**src/rtl/sdt_regs.vh**
```
// Register map, field positions and reset values of the sensor domain timers
`ifndef SDT_REGS_VH
`define SDT_REGS_VH

// ****************************************
// Register offsets (byte addresses)
// ****************************************
`define SDT_T0_CFG       8'h00
`define SDT_T0_TARGET    8'h04
`define SDT_T1_CFG       8'h08
`define SDT_T1_TARGET    8'h0C
`define SDT_T0_COUNT     8'h10
`define SDT_T1_COUNT     8'h14
`define SDT_T2_CFG       8'h20
`define SDT_T2_TARGET    8'h24
`define SDT_T2_COUNT     8'h28
`define SDT_CH_CFG_PAGE  4'h3
`define SDT_CH_VAL_PAGE  4'h4
`define SDT_IRQ_STATUS   8'h50
`define SDT_IRQ_MASK     8'h54
`define SDT_ADC_SEL      8'h58

// ****************************************
// Prescaled timer configuration fields
// ****************************************
`define SDT_PT_EN        0
`define SDT_PT_PERIODIC  1
`define SDT_PT_USE_TICK  2
`define SDT_PT_SRC_LO    4
`define SDT_PT_SRC_HI    5
`define SDT_PT_PRE_LO    8
`define SDT_PT_PRE_HI    11

// ****************************************
// Third timer configuration fields
// ****************************************
`define SDT_T2_EN        0
`define SDT_T2_CLK_LO    1
`define SDT_T2_CLK_HI    2
`define SDT_T2_PERIODIC  3
`define SDT_CLK_FAST     2'h0
`define SDT_CLK_MEDIUM   2'h1
`define SDT_CLK_LOW      2'h2

// ****************************************
// Channel configuration fields and actions
// ****************************************
`define SDT_CH_EN        0
`define SDT_CH_CAPTURE   1
`define SDT_CH_PERIODIC  2
`define SDT_CH_ACT_LO    3
`define SDT_CH_ACT_HI    4
`define SDT_ACT_SET      2'h0
`define SDT_ACT_CLEAR    2'h1
`define SDT_ACT_TOGGLE   2'h2

// ****************************************
// Reset values
// ****************************************
`define SDT_PT_CFG_RST   12'h000
`define SDT_T2_CFG_RST   4'h0
`define SDT_CH_CFG_RST   5'h00
`define SDT_WORD16_RST   16'hFFFF
`define SDT_IRQ_RST      7'h00
`define SDT_ADC_SEL_RST  3'h2

`endif

```
**src/rtl/sdt_timers.v**
```verilog
// Sensor domain timer group with APB registers
//
// Chosen here: register access over APB and the register addresses.
`timescale 1ns/1ps
`include "sdt_regs.vh"

// Function
// - Three timers; timers 0 and 1 are 16-bit with a power-of-two prescaler.
// - Timers 0 and 1 count clocks or every edge of a chosen tick source.
// - Timers 0 and 1 run once and stop, or restart each period.
// - Timer 2 is 16-bit on 24 MHz, 2 MHz or 32 kHz, free of the processor.
// - Timer 2 has four capture/compare channels, one-shot or periodic.
// - Timer 2 drives processor events, ADC triggers and waveform outputs.
// - The 2 MHz option is the internal medium-speed clock.
// - The 32 kHz option is the 32.768 kHz low-frequency system clock.
module sdt_timers #(
  parameter NCH = 4,
  parameter NSRC = 4
) (
  // Clock and reset
  input  wire            i_ref_clk,
  input  wire            i_rstn,
  // APB slave
  input  wire            i_psel,
  input  wire            i_penable,
  input  wire            i_pwrite,
  input  wire [7:0]      i_paddr,
  input  wire [31:0]     i_pwdata,
  output reg  [31:0]     o_prdata,
  output reg             o_pready,
  output reg             o_pslverr,
  // Clock sources and tick inputs
  input  wire            i_fast_tick,
  input  wire            i_medium_speed_clock,
  input  wire            i_low_frequency_clock,
  input  wire [NSRC-1:0] i_tick_src,
  input  wire [NCH-1:0]  i_capture_in,
  // Events and outputs
  output reg  [6:0]      o_event,
  output reg             o_adc_trigger,
  output reg  [NCH-1:0]  o_wave,
  output reg             o_irq
);

  // ****************************************
  // Bus decode
  // ****************************************
  wire       acc   = i_psel & i_penable & o_pready;
  wire       wr    = acc & i_pwrite;
  wire       rd    = acc & ~i_pwrite;
  wire [1:0] ch_ix = i_paddr[3:2];

  reg  [11:0] pt_cfg [0:1];
  reg  [15:0] pt_tgt [0:1];
  reg  [3:0]  t2_cfg;
  reg  [15:0] t2_tgt;
  reg  [15:0] t2_cnt;
  reg         t2_run;
  reg         t2_evt;
  reg  [6:0]  irq_status;
  reg  [6:0]  irq_mask;
  reg  [2:0]  adc_sel;
  reg         med_prev;
  reg         low_prev;

  wire [31:0]      pt_cnt;
  wire [1:0]       pt_run;
  wire [1:0]       pt_evt;
  wire [NCH-1:0]   ch_evt;
  wire [NCH*5-1:0] ch_cfg_flat;
  wire [NCH*16-1:0] ch_val_flat;
  wire [6:0]       ev = {ch_evt, t2_evt, pt_evt};

  // ****************************************
  // Prescaled timers
  // ****************************************
  genvar g;
  generate
    for (g = 0; g < 2; g = g + 1) begin : g_pt
      wire cfg_wr = wr & (i_paddr == (g ? `SDT_T1_CFG : `SDT_T0_CFG));
      wire [1:0] src = pt_cfg[g][`SDT_PT_SRC_HI:`SDT_PT_SRC_LO];
      sdt_ptimer #(
        .W  (16),
        .PW (4)
      ) u_pt (
        .i_ref_clk    (i_ref_clk),
        .i_rstn       (i_rstn),
        .i_start      (cfg_wr & i_pwdata[`SDT_PT_EN]),
        .i_stop       (cfg_wr & ~i_pwdata[`SDT_PT_EN]),
        .i_periodic   (pt_cfg[g][`SDT_PT_PERIODIC]),
        .i_use_tick   (pt_cfg[g][`SDT_PT_USE_TICK]),
        .i_tick_level (i_tick_src[src]),
        .i_prescale   (pt_cfg[g][`SDT_PT_PRE_HI:`SDT_PT_PRE_LO]),
        .i_target     (pt_tgt[g]),
        .o_count      (pt_cnt[g*16 +: 16]),
        .o_running    (pt_run[g]),
        .o_event      (pt_evt[g])
      );
    end
  endgenerate

  // ****************************************
  // Third timer counter
  // ****************************************
  // Fast option arrives as a strobe: 24 MHz cannot be sampled at 20 MHz
  reg t2_tick;
  always @* begin
    case (t2_cfg[`SDT_T2_CLK_HI:`SDT_T2_CLK_LO])
      `SDT_CLK_FAST:   t2_tick = i_fast_tick;
      `SDT_CLK_MEDIUM: t2_tick = i_medium_speed_clock & ~med_prev;
      `SDT_CLK_LOW:    t2_tick = i_low_frequency_clock & ~low_prev;
      default:         t2_tick = 1'b0;
    endcase
  end
  wire t2_step = t2_run & t2_tick;
  wire t2_wr   = wr & (i_paddr == `SDT_T2_CFG);

  always @(posedge i_ref_clk or negedge i_rstn) begin
    if (!i_rstn) begin
      med_prev <= 1'b0;
      low_prev <= 1'b0;
      t2_cnt   <= 16'h0000;
      t2_run   <= 1'b0;
      t2_evt   <= 1'b0;
    end else begin
      med_prev <= i_medium_speed_clock;
      low_prev <= i_low_frequency_clock;
      t2_evt   <= 1'b0;
      if (t2_wr) begin
        t2_run <= i_pwdata[`SDT_T2_EN];
        t2_cnt <= 16'h0000;
      end else if (t2_step) begin
        if (t2_cnt == t2_tgt) begin
          t2_evt <= 1'b1;
          t2_cnt <= 16'h0000;
          t2_run <= t2_cfg[`SDT_T2_PERIODIC];
        end else begin
          t2_cnt <= t2_cnt + 16'h0001;
        end
      end
    end
  end

  // ****************************************
  // Capture and compare channels
  // ****************************************
  generate
    for (g = 0; g < NCH; g = g + 1) begin : g_ch
      reg  [4:0]  cfg;
      reg  [15:0] val;
      reg         armed;
      reg         evt;
      reg         cap_prev;
      wire sel    = (ch_ix == g);
      wire cfg_wr = wr & (i_paddr[7:4] == `SDT_CH_CFG_PAGE) & sel;
      wire val_wr = wr & (i_paddr[7:4] == `SDT_CH_VAL_PAGE) & sel;
      wire cap    = cfg[`SDT_CH_CAPTURE];
      wire hit    = cap ? (i_capture_in[g] & ~cap_prev)
                        : (t2_step & (t2_cnt == val));
      wire [1:0] act = cfg[`SDT_CH_ACT_HI:`SDT_CH_ACT_LO];
      assign ch_evt[g] = evt;
      assign ch_cfg_flat[g*5 +: 5] = cfg;
      assign ch_val_flat[g*16 +: 16] = val;
      always @(posedge i_ref_clk or negedge i_rstn) begin
        if (!i_rstn) begin
          cfg      <= `SDT_CH_CFG_RST;
          val      <= `SDT_WORD16_RST;
          armed    <= 1'b0;
          evt      <= 1'b0;
          cap_prev <= 1'b0;
          o_wave[g] <= 1'b0;
        end else begin
          cap_prev <= i_capture_in[g];
          evt      <= 1'b0;
          if (cfg_wr) begin
            cfg   <= i_pwdata[4:0];
            armed <= i_pwdata[`SDT_CH_EN];
          end else if (armed & hit) begin
            evt   <= 1'b1;
            armed <= cfg[`SDT_CH_PERIODIC];
            if (cap)
              val <= t2_cnt;
            else if (act == `SDT_ACT_SET)
              o_wave[g] <= 1'b1;
            else if (act == `SDT_ACT_CLEAR)
              o_wave[g] <= 1'b0;
            else if (act == `SDT_ACT_TOGGLE)
              o_wave[g] <= ~o_wave[g];
          end
          if (val_wr)
            val <= i_pwdata[15:0];
        end
      end
    end
  endgenerate

  // ****************************************
  // Registers, interrupt and event outputs
  // ****************************************
  wire st_rd = rd & (i_paddr == `SDT_IRQ_STATUS);

  always @(posedge i_ref_clk or negedge i_rstn) begin
    if (!i_rstn) begin
      pt_cfg[0]     <= `SDT_PT_CFG_RST;
      pt_cfg[1]     <= `SDT_PT_CFG_RST;
      pt_tgt[0]     <= `SDT_WORD16_RST;
      pt_tgt[1]     <= `SDT_WORD16_RST;
      t2_cfg        <= `SDT_T2_CFG_RST;
      t2_tgt        <= `SDT_WORD16_RST;
      irq_status    <= `SDT_IRQ_RST;
      irq_mask      <= `SDT_IRQ_RST;
      adc_sel       <= `SDT_ADC_SEL_RST;
      o_event       <= 7'h00;
      o_adc_trigger <= 1'b0;
      o_irq         <= 1'b0;
    end else begin
      if (wr) begin
        case (i_paddr)
          `SDT_T0_CFG:    pt_cfg[0] <= i_pwdata[11:0];
          `SDT_T1_CFG:    pt_cfg[1] <= i_pwdata[11:0];
          `SDT_T0_TARGET: pt_tgt[0] <= i_pwdata[15:0];
          `SDT_T1_TARGET: pt_tgt[1] <= i_pwdata[15:0];
          `SDT_T2_CFG:    t2_cfg    <= i_pwdata[3:0];
          `SDT_T2_TARGET: t2_tgt    <= i_pwdata[15:0];
          `SDT_IRQ_MASK:  irq_mask  <= i_pwdata[6:0];
          `SDT_ADC_SEL:   adc_sel   <= i_pwdata[2:0];
          default:        adc_sel   <= adc_sel;
        endcase
      end
      // Clear only bits the read returned, so late events survive
      irq_status    <= (irq_status & ~(st_rd ? o_prdata[6:0] : 7'h00)) | ev;
      o_irq         <= |(irq_status & irq_mask);
      o_event       <= ev;
      o_adc_trigger <= (adc_sel < 3'h7) & ev[adc_sel];
    end
  end

  // ****************************************
  // APB answer: one wait state per access
  // ****************************************
  reg [31:0] rdata;
  reg        bad;
  always @* begin
    rdata = 32'h0000_0000;
    bad   = 1'b0;
    if (i_paddr[7:4] == `SDT_CH_CFG_PAGE && i_paddr[3:2] < NCH)
      rdata[4:0] = ch_cfg_flat[ch_ix*5 +: 5];
    else if (i_paddr[7:4] == `SDT_CH_VAL_PAGE && i_paddr[3:2] < NCH)
      rdata[15:0] = ch_val_flat[ch_ix*16 +: 16];
    else begin
      case (i_paddr)
        `SDT_T0_CFG:     rdata[11:0] = pt_cfg[0];
        `SDT_T1_CFG:     rdata[11:0] = pt_cfg[1];
        `SDT_T0_TARGET:  rdata[15:0] = pt_tgt[0];
        `SDT_T1_TARGET:  rdata[15:0] = pt_tgt[1];
        `SDT_T0_COUNT:   rdata[16:0] = {pt_run[0], pt_cnt[15:0]};
        `SDT_T1_COUNT:   rdata[16:0] = {pt_run[1], pt_cnt[31:16]};
        `SDT_T2_CFG:     rdata[3:0]  = t2_cfg;
        `SDT_T2_TARGET:  rdata[15:0] = t2_tgt;
        `SDT_T2_COUNT:   rdata[16:0] = {t2_run, t2_cnt};
        `SDT_IRQ_STATUS: rdata[6:0]  = irq_status;
        `SDT_IRQ_MASK:   rdata[6:0]  = irq_mask;
        `SDT_ADC_SEL:    rdata[2:0]  = adc_sel;
        default:         bad         = 1'b1;
      endcase
    end
  end

  always @(posedge i_ref_clk or negedge i_rstn) begin
    if (!i_rstn) begin
      o_pready  <= 1'b0;
      o_prdata  <= 32'h0000_0000;
      o_pslverr <= 1'b0;
    end else begin
      o_pready  <= i_psel & i_penable & ~o_pready;
      o_prdata  <= (i_psel & i_penable & ~o_pready & ~i_pwrite) ?
                   rdata : 32'h0000_0000;
      o_pslverr <= i_psel & i_penable & ~o_pready & bad;
    end
  end

endmodule

```
**src/rtl/sdt_ptimer.v**
```verilog
// Prescaled 16-bit one-shot or periodic timer
`timescale 1ns/1ps

module sdt_ptimer #(
  parameter W  = 16,
  parameter PW = 4
) (
  // Clock and reset
  input  wire          i_ref_clk,
  input  wire          i_rstn,
  // Control
  input  wire          i_start,
  input  wire          i_stop,
  input  wire          i_periodic,
  input  wire          i_use_tick,
  input  wire          i_tick_level,
  input  wire [PW-1:0] i_prescale,
  input  wire [W-1:0]  i_target,
  // Status
  output reg  [W-1:0]  o_count,
  output reg           o_running,
  output reg           o_event
);

  reg          tick_prev;
  reg  [W-1:0] pre;
  wire [W-1:0] pre_mask = ~({W{1'b1}} << i_prescale);
  wire         tick_edge = i_tick_level ^ tick_prev;
  // Both edges of the tick source count
  wire         step = o_running & (i_use_tick ? tick_edge : 1'b1);

  always @(posedge i_ref_clk or negedge i_rstn) begin
    if (!i_rstn) begin
      tick_prev <= 1'b0;
      pre       <= {W{1'b0}};
      o_count   <= {W{1'b0}};
      o_running <= 1'b0;
      o_event   <= 1'b0;
    end else begin
      tick_prev <= i_tick_level;
      o_event   <= 1'b0;
      if (i_start) begin
        pre       <= {W{1'b0}};
        o_count   <= {W{1'b0}};
        o_running <= 1'b1;
      end else if (i_stop) begin
        o_running <= 1'b0;
      end else if (step) begin
        if (pre == pre_mask) begin
          pre <= {W{1'b0}};
          if (o_count == i_target) begin
            o_event <= 1'b1;
            o_count <= {W{1'b0}};
            if (!i_periodic)
              o_running <= 1'b0;
          end else begin
            o_count <= o_count + {{(W-1){1'b0}}, 1'b1};
          end
        end else begin
          pre <= pre + {{(W-1){1'b0}}, 1'b1};
        end
      end
    end
  end

endmodule

```
**config.mk**
```make
export PLATFORM = sky130hd
export DESIGN_NAME = sdt_timers
export DESIGN_NICKNAME = d
export VERILOG_FILES = /design/src/rtl/sdt_timers.v /design/src/rtl/sdt_ptimer.v
export VERILOG_INCLUDE_DIRS = /design/src /design/src/rtl
export SDC_FILE = /design/constraint.sdc
export NUM_CORES = 1
export LEC_CHECK = 0
export ABC_AREA = 1
export BUFFER_PORTS_ARGS = -buffer_cell sky130_fd_sc_hd__buf_4
export CELL_PAD_IN_SITES_DETAIL_PLACEMENT = 0
export CELL_PAD_IN_SITES_GLOBAL_PLACEMENT = 1
export CORE_ASPECT_RATIO = 1.75
export CORE_MARGIN = 3
export CORE_UTILIZATION = 41
export DETAILED_ROUTE_END_ITERATION = 10
export PLACE_DENSITY = 0.89
export SYNTH_ARGS = -nofsm -noshare
export SYNTH_HDL_FRONTEND = slang
export SYNTH_SLANG_ARGS = --single-unit
```
**constraint.sdc**
```tcl
create_clock -name i_ref_clk -period 1.9 [get_ports i_ref_clk]
set_input_delay 0.095 -clock i_ref_clk [delete_from_list [all_inputs] [get_ports i_ref_clk]]
set_output_delay 0.095 -clock i_ref_clk [all_outputs]
set_load 0.03 [all_outputs]
```
Word-level counts from Yosys, hierarchy flattened
Index checks and enable logic that the tools add are counted.

cells by class
  reduce and logical (&&, ||, !) cells = 60
  bitwise logic cells = 72
  multipliers = 1
  $lt $le $gt $ge = 4
  shift operators = 4
  $add $sub $neg = 5
  equality and inequality tests = 43
  multiplexer cells = 121

operators by type and width
  kind                                                  count
  2-to-1 mux 16 bit                                     38
  equality test 16 bit                                  9
  adder 16 x 1 -> 16 bit (second input constant)        5
  2-to-1 mux 1 bit                                      69
  variable part select 64 x 7 -> 16 bit                 1
  AND 1 bit                                             43
  one-hot mux 5 bit (8 select lines)                    1
  one-hot mux 3 bit (12 select lines)                   1
  nonzero test 2 bit                                    18
  NOT 16 bit                                            2
  left shift 16 x 4 -> 16 bit (first input constant)    2
  one-hot mux 3 bit (10 select lines)                   1
  nonzero test 3 bit                                    10
  equality test 8 x 6 -> 1 bit (second input constant)  3
  equality test 8 x 7 -> 1 bit (second input constant)  3
  one-hot mux 4 bit (6 select lines)                    1
  AND reduction 4 bit                                   6
  AND reduction 2 bit                                   11
  NOT 1 bit                                             21
  variable part select 20 x 6 -> 5 bit                  1
  AND reduction 3 bit                                   6
  2-to-1 mux 17 bit                                     1
  equality test 8 x 4 -> 1 bit (second input constant)  2
  equality test 8 x 5 -> 1 bit (second input constant)  2
  other kinds (26)                                      53

storage, ports and cells
  input port bits = 56
  output and inout bits = 47
  flip-flop bits (word level) = 311
  word-level logic and storage cells = 364

Logic depth before layout (Yosys ltp)
  word-level depth = 10
  gate-level depth with buffers = 15
  gate-level depth less buffers = 13

Hierarchy
From an unflattened synthesis, not the netlist that was laid out.

unflattened totals
  cells, all modules = 2732
  area total of the unflattened synthesis = 19601.3 um^2

by module, submodules not included
  module                      seq. area each (um^2)  cells an instance  area each (um^2)  times used
  sdt_timers                  6172.2                 1801               13658.1           1
  sdt_ptimer at g_pt[0].u_pt  875.8                  466                3005.4            1
  sdt_ptimer at g_pt[1].u_pt  875.8                  465                2937.8            1

Worst setup path after synthesis
No wires, ideal clock.

  path kind = register -> register
  start = reg o_pready
  end = reg g_ch[0].val[12]
  required time = 1824 ps
  clock period less this slack = 1879 ps
  path slack = 21 ps
  buffers on the path = 1
  setup time = 76 ps
  data arrival time = 1803 ps
  stages on the path, launching flop included = 11
  cells stage by stage = dfrtp_1 -> and3_1 -> nand2_4 -> nor2_1 -> nand2_1 -> nand2_1 -> nand3b_2 -> nand2_2 -> buf_6 -> nand2_1 -> nand2_1

on the way
  word-level cells in the longest chain between the ends = 6
  elaborated cells between the ends (all ways) = 11
  classes of those cells = eq/ne: 1; mux: 1; bitwise: 6; reduce/logical: 3

ends and longest elaborated chain
  item                                                                    line                                text
  start: declaration                                                      sdt_timers.v:30                     output reg o_pready,
  start signal: assignment                                                sdt_timers.v:275                    o_pready <= i_psel & i_penable & ~o_pready;
  AND 1 bit (*)                                                           sdt_timers.v:48                     wire acc = i_psel & i_penable & o_pready;
  AND 1 bit (*)                                                           sdt_timers.v:49                     wire wr = acc & i_pwrite;
  AND 1 bit, on equally long branches (2 in a row)                        sdt_timers.v:155, sdt_timers.v:156
  != test 2 x 1 -> 1 bit (no line) or nonzero test 2 bit (tied branches)  --
  AND reduction 3 bit (no line)                                           --
  end signal: assignment                                                  sdt_timers.v:167                    val <= `SDT_WORD16_RST;
  end signal: assignment                                                  sdt_timers.v:182                    val <= t2_cnt;
  end signal: assignment                                                  sdt_timers.v:191                    val <= i_pwdata[15:0];
  end: declaration                                                        sdt_timers.v:150                    reg [15:0] val;

Every way passes the cells marked *; elsewhere a longest branch is shown, timed or not.
A chain may end at the register's enable or synchronous reset.

Worst setup path in the final report
  start = reg t2_cnt[2]
  end = reg g_ch[3].val[13]

on the way
  word-level cells in the longest chain between the ends = 6

ends and longest elaborated chain
  item                           line              text
  start: declaration             sdt_timers.v:57   reg [15:0] t2_cnt;
  start signal: assignment       sdt_timers.v:138  t2_cnt <= t2_cnt + 16'h0001;
  equality test 16 bit           sdt_timers.v:159  : (t2_step & (t2_cnt == val));
  AND 1 bit                      sdt_timers.v:159
  2-to-1 mux 1 bit               sdt_timers.v:158  wire hit = cap ? (i_capture_in[g] & ~cap_prev)
  AND 1 bit                      sdt_timers.v:178  end else if (armed & hit) begin
  nonzero test 2 bit (no line)   --
  AND reduction 3 bit (no line)  --
  end signal: assignment         sdt_timers.v:167
  end signal: assignment         sdt_timers.v:182
  end signal: assignment         sdt_timers.v:191
  end: declaration               sdt_timers.v:150

Every way passes these cells.

==> insert_results.sql <==
INSERT INTO impl_metrics (metric_group, metric, value, unit) VALUES
('finish', 'nets', '3033', ''),
('floorplan', 'die_height', '289', 'um'),
('floorplan', 'io_count', '103', ''),
('sta', 'worst_hold_slack_after_final_layout', '21.2', 'ps'),
('logic_synthesis', 'synthTopCellsByArea', 'sky130_fd_sc_hd__dfrtp_1 26%, sky130_fd_sc_hd__dfstp_2 16%, sky130_fd_sc_hd__nand2_1 15%', ''),
('sta', 'rsz0062_at_grt', 'yes', ''),
('global_routing', 'antenna_found_initial', '0', ''),
('place', 'preCtsSetupSlack', '-467', 'ps'),
('finish', 'final_cell_utilization_of_the_core', '57.0', '%'),
('routing', 'routed_via_density', '5.45', ''),
('global_routing', 'first_pass_grt_wire_length', '107', 'mm'),
('cts', 'cts_max_path_buffers', '3', ''),
('place', 'gp_routability_congestion', '0.978', ''),
('power', 'cellPowerDensity', '645', 'nW/um^2'),
('finish', 'layout_commonest_cell', 'sky130_fd_sc_hd__nand2_1', ''),
('power', 'power_leakage', '12.4', 'nW'),
('routing', 'antenna_violating_nets_post_route', '0', ''),
('place', 'dp_hpwl', '53.2', 'mm'),
('sta', 'fin_skew', '24.5', 'ps'),
('sta', 'drv_slew', '0', ''),
('worst_setup_path', 'path_class', 'reg -> reg', ''),
('logic_synthesis', 'synth.distinct_cells', '49', ''),
('floorplan', 'core_area', '44700', 'sq um'),
('floorplan', 'fp-row-count', '102', ''),
('sta', 'worst_slew_margin_rel', '47.8', '%'),
('cts', 'cts_max_level', '2', ''),
('finish', 'fraction_of_layout_cells_with_a_size_suffix_above_1', '31.8', '%'),
('routing', 'via_count', '19500', ''),
('global_routing', 'global_route.overflow_total', '0', ''),
('routing', 'dr.first_iter.drc_count', '1426', ''),
('place', 'placedInstanceArea', '21900', 'sq um'),
('routing', 'route.final.wire_length', '72.0', 'mm'),
('sta', 'setup-tns-final', '-2370', 'ps'),
('logic_synthesis', 'synth_enable_flop_cells', '0', ''),
('sta', 'final_period_minus_worst_setup_slack', '2010', 'ps'),
('outcome', 'run_status', 'finished with violations', ''),
('floorplan', 'floorplan.die_area', '48300', 'sq um'),
('worst_setup_path', 'critPathLaunchType', 'flop', ''),
('outcome', 'violations', 'setup timing', ''),
('logic_synthesis', 'synth_top_area_share', '26.5', '%'),
('flow_run', 'max-cap-violations', '0', ''),
('finish', 'antenna_diode_count', '0', ''),
('logic_synthesis', 'synth.yosys.seq_area_share', '42.4', '%'),
('routing', 'drc', '0', ''),
('finish', 'finish.instance_area', '25400', 'sq um'),
('finish', 'most_frequent_cells_in_the_layout', '647 x sky130_fd_sc_hd__nand2_1, 384 x sky130_fd_sc_hd__buf_4, 247 x sky130_fd_sc_hd__inv_1, 197 x sky130_fd_sc_hd__o21ai_0, 180 x sky130_fd_sc_hd__nor2_1', ''),
('sta', 'final_report_setup_violation_count', '62', ''),
('floorplan', 'start_util', '41.9', '%'),
('logic_synthesis', 'ys_flop_type', 'sky130_fd_sc_hd__dfrtp_1', ''),
('sta', 'timing.final.crit_share', '106', '%'),
('cts', 'clk_latency', '550', 'ps'),
('worst_setup_path', 'cp_max_fo', '8', ''),
('cts', 'tritoncts.num_buffers', '34', ''),
('sta', 'tightest_slew', '783', 'ps'),
('cts', 'clock_tree.root_cell', 'sky130_fd_sc_hd__clkbuf_16', ''),
('worst_setup_path', 'end_kind', 'flop', ''),
('worst_setup_path', 'cp.arrival', '2500', 'ps'),
('place', 'buffer_ports.inserted', '71', ''),
('sta', 'max_freq', '0.497', 'GHz'),
('sta', 'hold_violations', '0', ''),
('global_routing', 'grt_max_degree', '77', ''),
('logic_synthesis', 'yosys_warnings', '0', ''),
('worst_setup_path', 'cp.required', '2390', 'ps'),
('finish', 'layout-area-overhead-vs-synth', '36.1', '%'),
('power', 'vdd_ir_max', '0.829', 'mV'),
('global_routing', 'vias_in_the_first_global_route', '19600', ''),
('routing', 'detail_route.wl_per_cell', '20.2', 'um'),
('sta', 'worst_slack', '-113', 'ps'),
('logic_synthesis', 'synth_top_area_cell', 'sky130_fd_sc_hd__dfrtp_1', ''),
('cts', 'clock_tree_from_tritoncts', 'built', ''),
('power', 'power', '16.4', 'mW');
[metal layers]
layer	GRT usage [%]	share of wire, %
met4	24.2	11
met2	52.0	52
met1	28.5	33
met3	2.90	4.6
met5	0	0
[path summary, 6_finish.rpt]
check | from | end | slack (ps) | cells past startpoint
worst min register to register | g_ch[3].evt | o_event[6] | 400 | 0
worst max register to register | t2_cnt[2] | g_ch[3].val[13] | -110 | 12
min in group asynchronous | i_rstn | g_ch[1].val[11] | 290 | 2
worst min-delay path | i_paddr[4] | g_ch[1].evt | 20 | 4
max in group asynchronous | i_rstn | pt_tgt[12] | 1090 | 3
worst max-delay path | t2_cnt[2] | g_ch[3].val[13] | -110 | 12
[power by group]
group	switching [mW]	internal [mW]
combinational	1.21	0.757
sequential	0.227	6.87
clock	3.03	4.34
[cell type report]
class / instances / area, sq um / share of cell area [%]
clock buffers: 50 / 1060 / 4.18
clock inverters: 12 / 164 / 0.644
inverters: 277 / 1060 / 4.17
multi-input cells: 1871 / 10400 / 40.7
flip-flops and latches: 311 / 7950 / 31.2
well taps: 572 / 716 / 2.81
repair buffers: 477 / 4140 / 16.3
[flip-flops by register name, indices dropped and copies added (netlist names), 2 cells and up]
register and flops:
g_ch.val 64, g_pt.u_pt.o_count 32, g_pt.u_pt.pre 32, pt_tgt 32, g_ch.cfg 20, pt_cfg 20, o_prdata 17, t2_cnt 16
t2_tgt 16, irq_mask 7, irq_status 7, o_event 7, g_ch.armed 4, g_ch.cap_prev 4, g_ch.evt 4, g_pt.src 4
o_wave 4, t2_cfg 4, adc_sel 3, g_pt.u_pt.o_event 2, g_pt.u_pt.o_running 2, g_pt.u_pt.tick_prev 2
[synthesized netlist by cell type (3+ instances only)]
master / number
sky130_fd_sc_hd__a211oi_1: 3
sky130_fd_sc_hd__a21oi_1: 51
sky130_fd_sc_hd__a221oi_1: 7
sky130_fd_sc_hd__a22o_1: 8
sky130_fd_sc_hd__a31oi_1: 6
sky130_fd_sc_hd__buf_2: 32
sky130_fd_sc_hd__buf_4: 34
sky130_fd_sc_hd__buf_6: 7
sky130_fd_sc_hd__clkbuf_1: 56
sky130_fd_sc_hd__clkinv_1: 3
sky130_fd_sc_hd__dfrtp_1: 198
sky130_fd_sc_hd__dfstp_2: 113
sky130_fd_sc_hd__ha_1: 5
sky130_fd_sc_hd__inv_1: 259
sky130_fd_sc_hd__inv_2: 15
sky130_fd_sc_hd__nand2_1: 767
sky130_fd_sc_hd__nand2_2: 14
sky130_fd_sc_hd__nand2_4: 9
sky130_fd_sc_hd__nand3_1: 185
sky130_fd_sc_hd__nand3b_1: 3
sky130_fd_sc_hd__nand4_1: 42
sky130_fd_sc_hd__nor2_1: 214
sky130_fd_sc_hd__nor2_2: 14
sky130_fd_sc_hd__nor2_4: 3
sky130_fd_sc_hd__nor3_1: 41
sky130_fd_sc_hd__nor4_1: 3
sky130_fd_sc_hd__o2111ai_1: 5
sky130_fd_sc_hd__o211ai_1: 19
sky130_fd_sc_hd__o21ai_0: 225
sky130_fd_sc_hd__o21ai_1: 27
sky130_fd_sc_hd__o22ai_1: 58
sky130_fd_sc_hd__xnor2_1: 35
sky130_fd_sc_hd__xor2_1: 88
[logic make-up after synthesis]
group           after synthesis  share of synthesized area [%]
compound gates              417                           12.4
buf+inv                     407                           9.35
simple gates               1305                           29.7
other cells                   1                         0.0201
flops                       311                           42.4
xor+xnor                    123                           5.76
fa+ha+maj                     5                          0.334
mux                           2                          0.107
[worst max-delay path: stages (launching register included)]
cell and delay (ps):
sky130_fd_sc_hd__dfrtp_2 450, sky130_fd_sc_hd__buf_12 160, sky130_fd_sc_hd__xor2_1 150, sky130_fd_sc_hd__nor2_1 100
sky130_fd_sc_hd__nand2_1 110, sky130_fd_sc_hd__nor2_2 110, sky130_fd_sc_hd__nand3_2 150, sky130_fd_sc_hd__nand2_2 150
sky130_fd_sc_hd__nand3b_4 110, sky130_fd_sc_hd__nand2_4 130, sky130_fd_sc_hd__clkbuf_16 200, sky130_fd_sc_hd__nand2_2 50
sky130_fd_sc_hd__nand2_1 70
[repair_timing]
item / 4_1_cts / 5_1_grt
buffers inserted: 12 / 35
pin swaps: 30 / 120
setup endpoints to repair: 142 / 163
hold buffers: 30 / 0
resized for setup: 103 / 324
endpoints found under the hold margin: 288 / 0
cloned: 2 / 9
No activity file was read; power rests on OpenSTA's default activity.
